File: src/shared/slc_pkg.sv
// Constants and types of the sensor logging control block
// Summary of operation
// - Drive field: 00 push-pull, 01 pull-up, 10 inverted pull-down, 11 high-z default.
// - Source 00 comparator, 01 command busy, 10 RF field present.
// - Battery check enabled runs a check at each logging event start.
// - Type 000 is 1.5 V, 001 is 3.0 V; new type applies after power-up.
// - Only enabled temperature, battery, external measurements are requested during logging.
// - External irq triggers on falling crossing, rearms only after rising again.
// - Dense mode logs every event, no counter or clock values.
// - Interrupt mode logs every event, 10 bits, clock value and source code.
// - Normal limit mode logs with counter only when any limit condition met.
// - Crossing mode logs with counter only when limit conditions changed.
// - Dense with format 0 stores upper 8 bits, else all 10.
// - Compression maps 10-bit result to 8 bits by leading-bit range.
// - External current select enabled only during external measurement.
// - Limit-exceeded flag set when any of eight limit counts exceeded.
// - Active-wakeup flag set on power-up with wakeup mode and active set.
// - Low-battery flag set when enabled check reports low battery.
// - Conversion error sticky on logging over/underflow, not on demand measurement.
// - Overwrite flag on overwritten record, memory-full flag on dropped record.
// - 12-bit pointer advances on each logging write, stored at logging end.
// - Active bit shows active state; wakeup mode returns straight to active only while the active bit is set.
package slc_pkg;
    localparam logic [1:0] DRV_PUSH     = 2'h0;
    localparam logic [1:0] DRV_PULLUP   = 2'h1;
    localparam logic [1:0] DRV_PULLDN   = 2'h2;
    localparam logic [1:0] DRV_HIZ      = 2'h3;
    localparam logic [1:0] SRC_COMP     = 2'h0;
    localparam logic [1:0] SRC_CMD      = 2'h1;
    localparam logic [1:0] SRC_FIELD    = 2'h2;
    localparam logic [1:0] SRC_FLAGS    = 2'h3;
    localparam logic [1:0] MODE_DENSE   = 2'h0;
    localparam logic [1:0] MODE_IRQ     = 2'h1;
    localparam logic [1:0] MODE_LIMIT   = 2'h2;
    localparam logic [1:0] MODE_CROSS   = 2'h3;
    localparam logic [1:0] IRQSRC_EXT   = 2'h1;
    localparam logic [1:0] IRQSRC_DIN   = 2'h2;
    localparam logic [2:0] BATT_1V5     = 3'h0;
    localparam logic [2:0] BATT_3V0     = 3'h1;
    localparam int         PULSE_HIGH   = 32;
    localparam int         PULSE_PERIOD = 1024;
    // Register offsets
    localparam logic [3:0] REG_OUTCFG   = 4'h0;
    localparam logic [3:0] REG_BATCFG   = 4'h1;
    localparam logic [3:0] REG_LOGCFG   = 4'h2;
    localparam logic [3:0] REG_EXTCFG   = 4'h3;
    localparam logic [3:0] REG_STATUS   = 4'h4;
    localparam logic [3:0] REG_PTRLO    = 4'h5;
    localparam logic [3:0] REG_PTRHI    = 4'h6;
    localparam logic [3:0] REG_LIVE     = 4'h7;
    // Reset values
    localparam logic [7:0] OUTCFG_RST   = 8'h03;
    localparam logic [7:0] BATCFG_RST   = 8'h00;
    localparam logic [7:0] LOGCFG_RST   = 8'h00;
    localparam logic [7:0] EXTCFG_RST   = 8'h00;
    // Status bit positions
    localparam int ST_LIMIT = 0;
    localparam int ST_ACTWK = 1;
    localparam int ST_LOWB  = 2;
    localparam int ST_CERR  = 3;
    localparam int ST_OVWR  = 4;
    localparam int ST_FULL  = 5;
    localparam int ST_ACT   = 6;

    typedef struct packed {
        logic       logged;
        logic [1:0] mode;
        logic       with_counter;
        logic       with_clock;
        logic [1:0] irq_source;
        logic       wide;
        logic [9:0] value;
    } slc_record_type;
endpackage

File: src/hdl/slc_top.sv
// Sensor logging configuration, status flags and record formatting
`timescale 1ns/100ps
module slc_top #(
    parameter int PTR_W   = 12,
    parameter int LIMIT_N = 8
) (
    // Clock and reset
    input  wire logic                   clk,
    input  wire logic                   reset_n,
    // Register port
    input  wire logic [3:0]             reg_addr,
    input  wire logic [7:0]             reg_wdata,
    input  wire logic                   reg_wr,
    input  wire logic                   reg_rd,
    output logic [7:0]                  reg_rdata,
    // Power and controller state
    input  wire logic                   power_up,
    input  wire logic                   wakeup_behaviour_select,
    input  wire logic                   active_state,
    output logic                        wake_to_active,
    // Digital output pin
    input  wire logic                   comparator_out,
    input  wire logic                   command_busy,
    input  wire logic                   rf_field,
    input  wire logic                   slow_oscillator_clock,
    output logic                        dout_o,
    output logic                        dout_oe,
    output logic                        pullup_en,
    // External sensor interrupt
    input  wire logic                   external_sensor_pin,
    output logic [1:0]                  external_irq_threshold,
    output logic                        irq_current_en_o,
    output logic                        ext_irq_event,
    // Logging sequence
    input  wire logic                   log_start,
    input  wire logic                   log_end,
    input  wire logic                   din_irq,
    input  wire logic                   meas_ext_active,
    input  wire logic                   on_demand,
    output logic                        battery_check_req,
    output logic [2:0]                  meas_req,
    output logic [2:0]                  battery_type_active,
    output logic [1:0]                  battery_threshold_select,
    output logic [4:0]                  current_sel_o,
    // Results
    input  wire logic                   result_valid,
    input  wire logic [9:0]             external_result_value,
    input  wire logic                   result_is_ext,
    input  wire logic                   conv_error,
    input  wire logic                   battery_low,
    input  wire logic                   battery_check_done,
    input  wire logic [LIMIT_N-1:0]     limit_cond,
    input  wire logic [LIMIT_N-1:0]     limit_count_over,
    // Memory side
    input  wire logic                   record_written,
    input  wire logic [1:0]             record_bits,
    input  wire logic                   overwritten,
    input  wire logic                   no_space,
    output slc_pkg::slc_record_type     record_o,
    output logic [PTR_W-1:0]            log_write_pointer,
    output logic                        pointer_store
);
    logic [7:0] outcfg_q, batcfg_q, logcfg_q, extcfg_q;
    logic [7:0] flags_q;
    logic [2:0] batt_type_q;
    logic [PTR_W-1:0] ptr_q;
    logic [2:0] pin_sync_q;
    logic       armed_q;
    logic [9:0] osc_cnt_q;
    logic [2:0] osc_sync_q;
    logic [LIMIT_N-1:0] prev_limit_q;
    logic       por_q;

    // Field views
    logic [1:0] output_drive_select, output_source_select, logging_mode_select;
    logic       rtc_oscillator_enable, battery_check_enable, logging_width_select;
    logic       external_compress_enable, external_irq_enable, irq_current_enable;
    logic       temperature_measure_enable, battery_measure_enable;
    logic       external_measure_enable;
    logic [2:0] battery_type_select;
    logic [4:0] external_current_select;
    assign output_drive_select        = outcfg_q[1:0];
    assign output_source_select       = outcfg_q[3:2];
    assign rtc_oscillator_enable      = outcfg_q[4];
    assign battery_check_enable       = batcfg_q[0];
    assign battery_type_select        = batcfg_q[3:1];
    assign temperature_measure_enable = logcfg_q[0];
    assign battery_measure_enable     = logcfg_q[1];
    assign external_measure_enable    = logcfg_q[2];
    assign external_irq_enable        = logcfg_q[3];
    assign logging_mode_select        = logcfg_q[5:4];
    assign logging_width_select       = logcfg_q[6];
    assign external_compress_enable   = logcfg_q[7];
    assign irq_current_enable         = extcfg_q[2];
    assign external_current_select    = extcfg_q[7:3];

    // Configuration registers
    always_ff @(posedge clk or negedge reset_n) begin
        if (!reset_n) begin
            outcfg_q <= slc_pkg::OUTCFG_RST;
            batcfg_q <= slc_pkg::BATCFG_RST;
            logcfg_q <= slc_pkg::LOGCFG_RST;
            extcfg_q <= slc_pkg::EXTCFG_RST;
        end else if (reg_wr) begin
            case (reg_addr)
                slc_pkg::REG_OUTCFG: outcfg_q <= {3'h0, reg_wdata[4:0]};
                slc_pkg::REG_BATCFG: batcfg_q <= {2'h0, reg_wdata[5:0]};
                slc_pkg::REG_LOGCFG: logcfg_q <= reg_wdata;
                slc_pkg::REG_EXTCFG: extcfg_q <= reg_wdata;
                default: ;
            endcase
        end
    end

    // Battery type latched only on power-up, so a rewrite waits for the next one
    always_ff @(posedge clk or negedge reset_n) begin
        if (!reset_n) begin
            batt_type_q <= slc_pkg::BATT_1V5;
            por_q       <= 1'b0;
        end else begin
            por_q <= power_up;
            if (power_up) begin
                batt_type_q <= battery_type_select;
            end
        end
    end

    // Three-stage synchronisers for pin and slow clock
    always_ff @(posedge clk or negedge reset_n) begin
        if (!reset_n) begin
            pin_sync_q  <= 3'h7;
            osc_sync_q  <= 3'h0;
        end else begin
            pin_sync_q  <= {pin_sync_q[1:0], external_sensor_pin};
            osc_sync_q  <= {osc_sync_q[1:0], slow_oscillator_clock};
        end
    end

    logic pin_fall, pin_rise, osc_rise;
    assign pin_fall  = pin_sync_q[2] & ~pin_sync_q[1];
    assign pin_rise  = ~pin_sync_q[2] & pin_sync_q[1];
    assign osc_rise  = ~osc_sync_q[2] & osc_sync_q[1];

    // External interrupt, rearmed only by a rising crossing
    always_ff @(posedge clk or negedge reset_n) begin
        if (!reset_n) begin
            armed_q       <= 1'b1;
            ext_irq_event <= 1'b0;
        end else begin
            ext_irq_event <= external_irq_enable & armed_q & pin_fall;
            if (pin_fall) begin
                armed_q <= 1'b0;
            end else if (pin_rise) begin
                armed_q <= 1'b1;
            end
        end
    end

    // Slow pulse counter, 1024 counts per period
    always_ff @(posedge clk or negedge reset_n) begin
        if (!reset_n) begin
            osc_cnt_q <= 10'h000;
        end else if (!rtc_oscillator_enable) begin
            osc_cnt_q <= 10'h000;
        end else if (osc_rise) begin
            osc_cnt_q <= osc_cnt_q + 10'h001;
        end
    end

    logic pulse_high, flag_or, src_level;
    assign pulse_high = osc_cnt_q < 10'(slc_pkg::PULSE_HIGH);
    assign flag_or    = flags_q[slc_pkg::ST_FULL] | flags_q[slc_pkg::ST_CERR]
                      | flags_q[slc_pkg::ST_LOWB] | flags_q[slc_pkg::ST_LIMIT];
    always_comb begin
        case (output_source_select)
            slc_pkg::SRC_COMP:  src_level = comparator_out;
            slc_pkg::SRC_CMD:   src_level = command_busy;
            slc_pkg::SRC_FIELD: src_level = rf_field;
            default: src_level = flag_or & (pulse_high | ~rtc_oscillator_enable);
        endcase
    end

    // Output pin drive
    always_ff @(posedge clk or negedge reset_n) begin
        if (!reset_n) begin
            dout_o    <= 1'b0;
            dout_oe   <= 1'b0;
            pullup_en <= 1'b0;
        end else begin
            case (output_drive_select)
                slc_pkg::DRV_PUSH: begin
                    dout_o    <= src_level;
                    dout_oe   <= 1'b1;
                    pullup_en <= 1'b0;
                end
                slc_pkg::DRV_PULLUP: begin
                    dout_o    <= 1'b0;
                    dout_oe   <= ~src_level;
                    pullup_en <= 1'b1;
                end
                slc_pkg::DRV_PULLDN: begin
                    // Inverted: released, so pulled low, while the source is high
                    dout_o    <= 1'b1;
                    dout_oe   <= ~src_level;
                    pullup_en <= 1'b0;
                end
                default: begin
                    dout_o    <= 1'b0;
                    dout_oe   <= 1'b0;
                    pullup_en <= 1'b0;
                end
            endcase
        end
    end

    // Static analog settings and measurement requests
    always_ff @(posedge clk or negedge reset_n) begin
        if (!reset_n) begin
            external_irq_threshold   <= 2'h0;
            irq_current_en_o         <= 1'b0;
            current_sel_o            <= 5'h00;
            meas_req                 <= 3'h0;
            battery_check_req        <= 1'b0;
            battery_type_active      <= slc_pkg::BATT_1V5;
            battery_threshold_select <= 2'h0;
            wake_to_active           <= 1'b0;
        end else begin
            external_irq_threshold <= extcfg_q[1:0];
            irq_current_en_o       <= irq_current_enable & external_irq_enable;
            current_sel_o          <= meas_ext_active ? external_current_select : 5'h00;
            meas_req <= log_start ? {external_measure_enable, battery_measure_enable,
                                     temperature_measure_enable} : 3'h0;
            battery_check_req      <= log_start & battery_check_enable;
            battery_type_active    <= batt_type_q;
            // Host keeps this at zero for 1.5 V cells
            battery_threshold_select <= batcfg_q[5:4];
            wake_to_active <= power_up & wakeup_behaviour_select
                            & flags_q[slc_pkg::ST_ACT];
        end
    end

    // Record formatting
    logic [7:0] compressed;
    logic       narrow, compress;
    logic       any_limit, limit_changed, take;
    always_comb begin
        if (external_result_value[9]) begin
            compressed = {2'h3, external_result_value[8:3]};
        end else if (external_result_value[9:8] == 2'h1) begin
            compressed = {2'h2, external_result_value[7:2]};
        end else if (external_result_value[9:7] == 3'h1) begin
            compressed = {2'h1, external_result_value[6:1]};
        end else begin
            compressed = {2'h0, external_result_value[5:0]};
        end
    end
    assign narrow        = (logging_mode_select == slc_pkg::MODE_DENSE)
                         & ~logging_width_select;
    assign compress      = narrow & external_compress_enable & result_is_ext;
    assign any_limit     = |limit_cond;
    assign limit_changed = limit_cond != prev_limit_q;
    always_comb begin
        case (logging_mode_select)
            slc_pkg::MODE_DENSE: take = 1'b1;
            slc_pkg::MODE_IRQ:   take = 1'b1;
            slc_pkg::MODE_LIMIT: take = any_limit;
            default:             take = limit_changed;
        endcase
    end

    always_ff @(posedge clk or negedge reset_n) begin
        if (!reset_n) begin
            record_o     <= '0;
            prev_limit_q <= '0;
        end else begin
            record_o.logged       <= result_valid & ~on_demand & take;
            record_o.mode         <= logging_mode_select;
            record_o.with_counter <= logging_mode_select[1];
            record_o.with_clock   <= logging_mode_select == slc_pkg::MODE_IRQ;
            record_o.irq_source   <= (logging_mode_select != slc_pkg::MODE_IRQ) ? 2'h0 :
                                     din_irq ? slc_pkg::IRQSRC_DIN : slc_pkg::IRQSRC_EXT;
            record_o.wide         <= ~narrow;
            record_o.value        <= compress ? {2'h0, compressed} :
                                     narrow ? {2'h0, external_result_value[9:2]} :
                                     external_result_value;
            if (result_valid & ~on_demand & take) begin
                prev_limit_q <= limit_cond;
            end
        end
    end

    // Measurement pointer
    always_ff @(posedge clk or negedge reset_n) begin
        if (!reset_n) begin
            ptr_q         <= '0;
            pointer_store <= 1'b0;
        end else begin
            if (record_written) begin
                ptr_q <= ptr_q + PTR_W'(record_bits) + PTR_W'(1);
            end
            pointer_store <= log_end;
        end
    end
    assign log_write_pointer = ptr_q;

    // Status flags, bits 5:0 sticky; a set in the clearing cycle wins
    logic [7:0] set_vec, clr_vec;
    always_comb begin
        set_vec = 8'h00;
        set_vec[slc_pkg::ST_LIMIT] = |limit_count_over;
        set_vec[slc_pkg::ST_ACTWK] = por_q & wakeup_behaviour_select
                                   & flags_q[slc_pkg::ST_ACT];
        set_vec[slc_pkg::ST_LOWB]  = battery_check_done & battery_low
                                   & battery_check_enable;
        set_vec[slc_pkg::ST_CERR]  = conv_error & ~on_demand;
        set_vec[slc_pkg::ST_OVWR]  = overwritten;
        set_vec[slc_pkg::ST_FULL]  = no_space;
        clr_vec = (reg_wr && reg_addr == slc_pkg::REG_STATUS) ? reg_wdata : 8'h00;
    end
    always_ff @(posedge clk or negedge reset_n) begin
        if (!reset_n) begin
            flags_q <= 8'h00;
        end else begin
            flags_q[5:0] <= (flags_q[5:0] & ~clr_vec[5:0]) | set_vec[5:0];
            flags_q[slc_pkg::ST_ACT] <= active_state;
            flags_q[7] <= 1'b0;
        end
    end

    // Read port
    always_ff @(posedge clk or negedge reset_n) begin
        if (!reset_n) begin
            reg_rdata <= 8'h00;
        end else if (reg_rd) begin
            case (reg_addr)
                slc_pkg::REG_OUTCFG: reg_rdata <= outcfg_q;
                slc_pkg::REG_BATCFG: reg_rdata <= batcfg_q;
                slc_pkg::REG_LOGCFG: reg_rdata <= logcfg_q;
                slc_pkg::REG_EXTCFG: reg_rdata <= extcfg_q;
                slc_pkg::REG_STATUS: reg_rdata <= flags_q;
                slc_pkg::REG_PTRLO:  reg_rdata <= ptr_q[7:0];
                slc_pkg::REG_PTRHI:  reg_rdata <= {4'h0, ptr_q[11:8]};
                slc_pkg::REG_LIVE:   reg_rdata <= {5'h00, batt_type_q};
                default:             reg_rdata <= 8'h00;
            endcase
        end else begin
            reg_rdata <= 8'h00;
        end
    end

    // Checks
    property p_hiz_default;
        @(posedge clk) disable iff (!reset_n)
        (output_drive_select == slc_pkg::DRV_HIZ) |=> !dout_oe;
    endproperty
    a_hiz_default: assert property (p_hiz_default) else $error("pin driven in high-z");

    property p_irq_once;
        @(posedge clk) disable iff (!reset_n)
        ext_irq_event |=> !ext_irq_event;
    endproperty
    a_irq_once: assert property (p_irq_once) else $error("repeated irq");

    property p_current;
        @(posedge clk) disable iff (!reset_n)
        !meas_ext_active |=> current_sel_o == 5'h00;
    endproperty
    a_current: assert property (p_current) else $error("current outside measure");

    property p_cerr;
        @(posedge clk) disable iff (!reset_n)
        (conv_error && !on_demand) |=> flags_q[slc_pkg::ST_CERR];
    endproperty
    a_cerr: assert property (p_cerr) else $error("error flag missed");

    property p_full;
        @(posedge clk) disable iff (!reset_n)
        no_space |=> flags_q[slc_pkg::ST_FULL];
    endproperty
    a_full: assert property (p_full) else $error("full flag missed");

    property p_ptr;
        @(posedge clk) disable iff (!reset_n)
        record_written |=> ptr_q == $past(ptr_q) + PTR_W'($past(record_bits)) + PTR_W'(1);
    endproperty
    a_ptr: assert property (p_ptr) else $error("pointer step wrong");

    property p_battery;
        @(posedge clk) disable iff (!reset_n)
        (log_start && battery_check_enable) |=> battery_check_req;
    endproperty
    a_battery: assert property (p_battery) else $error("no battery check");

    property p_limit;
        @(posedge clk) disable iff (!reset_n)
        (|limit_count_over) |=> flags_q[slc_pkg::ST_LIMIT];
    endproperty
    a_limit: assert property (p_limit) else $error("limit flag missed");

    property p_battery_type_select;
        @(posedge clk) disable iff (!reset_n)
        !power_up |=> $stable(batt_type_q);
    endproperty
    a_battery_type_select: assert property (p_battery_type_select) else $error("type changed early");
endmodule // slc_top

File: config.mk
export PLATFORM = sky130hd
export DESIGN_NAME = slc_top
export DESIGN_NICKNAME = d
export VERILOG_FILES = /design/src/shared/slc_pkg.sv /design/src/hdl/slc_top.sv
export SDC_FILE = /design/constraint.sdc
export NUM_CORES = 1
export LEC_CHECK = 0
export BUFFER_PORTS_ARGS = -buffer_cell sky130_fd_sc_hd__buf_2
export CORE_MARGIN = 4
export CORE_UTILIZATION = 58
export DETAILED_ROUTE_END_ITERATION = 16
export GPL_TIMING_DRIVEN = 0
export PLACE_DENSITY_LB_ADDON = 0.3
export SYNTH_ARGS = -nofsm -noshare
export SYNTH_HDL_FRONTEND = slang
export SYNTH_SLANG_ARGS = --single-unit
File: constraint.sdc
create_clock -name clk -period 2.5 [get_ports clk]
set_input_delay 0 -clock clk [delete_from_list [all_inputs] [get_ports clk]]
set_output_delay 0 -clock clk [all_outputs]
set_load 0.02 [all_outputs]
==> out/summary.json <==
{
  "timing_worst_slew_pin_value_ps": 682,
  "min-delay-path-class": "in -> reg",
  "synth-adder-area-share": 0.0220,
  "clock-root-buffer": "sky130_fd_sc_hd__clkbuf_8",
  "rr_worst_depth": 6,
  "post_cts_setup_buffer_count": 0,
  "die_w_um": 105,
  "slew-limit-headroom": 0.543,
  "place.port_buffers": 123,
  "synth_compound_area_frac": 0.0805,
  "final-hold-violation-count": 0,
  "yosys_warning_count": 0,
  "maxCapViolCount": 0,
  "tritoncts": "done",
  "fp.dieArea_um2": 11000,
  "pin_count": 126,
  "globalplace.congestion": 0.924,
  "grt_start_max_net_pins": 79,
  "number_of_global_route_vias_before_repair": 4787,
  "worstPathCellList": "dlygate4sd3_1, buf_2, nor4_1, dlygate4sd3_1, nand2_1, dlygate4sd3_1, a21o_1, dlygate4sd3_1",
  "total_gr_overflow": 0,
  "yosys.cell_count.top_type": "sky130_fd_sc_hd__dfrtp_1",
  "total_power_mw": 6.54,
  "worst_ir_drop_vdd_mv": 0.613,
  "utilization": 0.816,
  "postRouteWirelength_um": 15000,
  "synth_mux_area_frac": 0.142,
  "class_of_the_most_critical_setup_path": "in -> reg",
  "instances_no_fill": 768,
  "met2_usage": 0.480,
  "critical_path_required_ps": 2910,
  "min_delay_path_depth": 5,
  "maxClockFrequency_mhz": 417,
  "fin_nets": 720,
  "chipHeight_um": 105,
  "crit_fanout": 1,
  "synth_top_cell_by_area": "sky130_fd_sc_hd__dfrtp_1",
  "filler_cell_count": 482,
  "synth-xor-area-share": 0.0416,
  "synthesis.instances": 437,
  "path_delay_family": "buffers and inverters",
  "crit_path_start_kind": "input pin",
  "synth_area_um2": 5470,
  "syn_to_final_growth_pct": 37.3,
  "critical_path.endpoint_type": "register",
  "initial_utilization": 0.595,
  "wire_per_inst_um": 19.5,
  "cellPowerDensity_nw_per_um2": 871,
  "synth_seq_cells": 123,
  "groute.layer.met1.usage": 0.340,
  "layout-drive-gt1-share": 0.350,
  "synth_top_area_share": 0.535,
  "core_area_um2": 9200,
  "detail_route.first_pass.iterations": 5,
  "synthesis.nets": 511,
  "synthSimpleGateAreaFrac": 0.126,
  "clock_latency_ps": 530,
  "vias": 4469,
  "grt_usage": 0.286,
  "site_rows": 35,
  "yosys.cell_types.count": 56,
  "setup_viol_count_final": 0,
  "cpMaxStageDelayCell": "sky130_fd_sc_hd__dlygate4sd3_1",
  "global_route.usage.met3": 0.0772,
  "cts.htree.levels": 4,
  "most_common_library_cells_after_synthesis": "117 x sky130_fd_sc_hd__dfrtp_1, 45 x sky130_fd_sc_hd__mux2_2, 28 x sky130_fd_sc_hd__nand2_1, 24 x sky130_fd_sc_hd__and2_1, 19 x sky130_fd_sc_hd__xnor2_1",
  "cp.arrival_ps": 2810,
  "antenna_violations_before_repair": 0,
  "clk_pin_slew_ps": 60,
  "rsz_0062_raised_after_global_routing": "no",
  "post_drt_via_cell_ratio": 5.82,
  "finalCriticalPeriod_ps": 2400,
  "post_synth_edffs": 0,
  "flop_to_flop_setup_slack_ps": 200,
  "synth.area.top_cells": "sky130_fd_sc_hd__dfrtp_1 54%, sky130_fd_sc_hd__mux2_2 9.3%, sky130_fd_sc_hd__xnor2_1 3.0%, sky130_fd_sc_hd__dfstp_2 2.9%, sky130_fd_sc_hd__and2_1 2.7%",
  "antenna_left": 0,
  "outcome": "completed",
  "hold_ws_ps": 20.9,
  "wire_length_of_the_first_global_routing_pass_um": 24500,
  "crit_top_cell": "sky130_fd_sc_hd__dlygate4sd3_1",
  "layout_worst_path_cycle_share": 0.958,
  "synth_top_flop_cell": "sky130_fd_sc_hd__dfrtp_1",
  "cts_buffer_depth": 2,
  "post_dp_hpwl_um": 9040,
  "cp_num_cells": 8,
  "combinational_family_with_the_most_area_after_synthesis": "multiplexers",
  "cts_made_buffers": 17,
  "report.final.slew_viol_count": 0,
  "busiest_layer": "met2",
  "placed_cells": 672,
  "max_stage_delay_ps": 580,
  "antenna_diode_count": 0,
  "detail_route.iter0.violations": 298,
  "drc": 0,
  "clock_sink_count": 123,
  "clock-skew-final_ps": 7.95,
  "synth_seq_area_share": 0.564,
  "synthesis.area_per_instance_um2": 12.5,
  "leakage_power_figure_nw": 3.58,
  "path_buf_inv": 5,
  "synthArstFlopShare": 1.00
}
==> cell usage in the layout (no fill, tap or decap), types with 10 or more instances in the layout <==
cell type / n
sky130_fd_sc_hd__a21oi_1: 10
sky130_fd_sc_hd__nor2_1: 14
sky130_fd_sc_hd__xnor2_1: 19
sky130_fd_sc_hd__dlygate4sd3_1: 65
sky130_fd_sc_hd__o21ai_0: 13
sky130_fd_sc_hd__inv_1: 16
sky130_fd_sc_hd__a22oi_1: 12
sky130_fd_sc_hd__nand2_1: 28
sky130_fd_sc_hd__and2_1: 24
sky130_fd_sc_hd__dfrtp_1: 117
sky130_fd_sc_hd__buf_2: 129
sky130_fd_sc_hd__clkbuf_16: 16
sky130_fd_sc_hd__mux2_2: 45
==> worst register-to-register path: cells and delay by family (launching register included) <==
kind,cells,cell delay [ps]
AO/OA/AOI/OAI,2,250
AND/OR/NAND/NOR,1,410
flip-flops,1,480
multiplexers,1,310
buffers and inverters,2,750
==> per-layer routing <==
layer	wire [um]	vias up	share of wire
met5	0	-	0
met4	596	0	0.040
met3	1040	62	0.069
met2	7600	236	0.51
met1	5780	2197	0.39
li1	-	1974	-
==> area by class of cell <==
| class | instances | area, um2 | share of cell area |
|---|---|---|---|
| sequential | 123 | 3090 | 0.411 |
| multi-input combinational | 284 | 2250 | 0.300 |
| timing repair buffer | 190 | 1320 | 0.176 |
| clock buffer | 23 | 467 | 0.0622 |
| tap | 111 | 139 | 0.0185 |
| clock inverter | 7 | 115 | 0.0153 |
| buffer | 14 | 72.6 | 0.00967 |
| inverter | 16 | 60.1 | 0.00800 |
==> per-stage QoR <==
step	cell area (um2)	setup WS (ps)	TNS [ps]
2_1_floorplan	5470	886	0
3_3_place_gp	6220	-4.32	-125
3_5_place_dp	6260	797	0
4_1_cts	7510	162	0
5_1_grt	7510	16.4	0
6_report	7510	105	0
==> worst paths after layout <==
check | start | endpoint
worst min-delay path | comparator_out | dout_o
max in group asynchronous | reset_n | pin_sync_q[2]
worst min register to register | osc_sync_q[0] | osc_sync_q[1]
worst max-delay path | limit_count_over[1] | flags_q[0]
min in group asynchronous | reset_n | batt_type_q[2]
worst max register to register | logcfg_q[4] | prev_limit_q[2]
==> what timing repair did <==
item | CTS | global route
endpoints found under the hold margin | 204 | 0
gates resized for setup | 0 | 0
hold buffers | 66 | 0
==> sequential cells by signal, indices dropped and copies added, names as in the netlist, 2 cells and up <==
name,count
batcfg_q,6
batt_type_q,3
battery_threshold_select,2
battery_type_active,3
current_sel_o,5
extcfg_q,8
external_irq_threshold,2
flags_q,7
log_write_pointer,12
logcfg_q,8
meas_req,3
osc_cnt_q,10
osc_sync_q,3
outcfg_q,5
pin_sync_q,3
prev_limit_q,8
record_o,17
reg_rdata,8
==> kinds of logic after synthesis <==
logic type	count (synthesis)
AO/OA/AOI/OAI	64
XOR/XNOR	26
adder cells (fa/ha/maj)	9
buffers and inverters	30
flip-flops	123
multiplexers	64
AND/OR/NAND/NOR	121
==> power breakdown <==
part	total, mW	internal [mW]	switching [mW]
sequential	2.66	2.35	0.308
combinational	1.45	0.689	0.764
clock	2.43	1.58	0.846
Note: power is estimated with default switching activity, not from simulation.
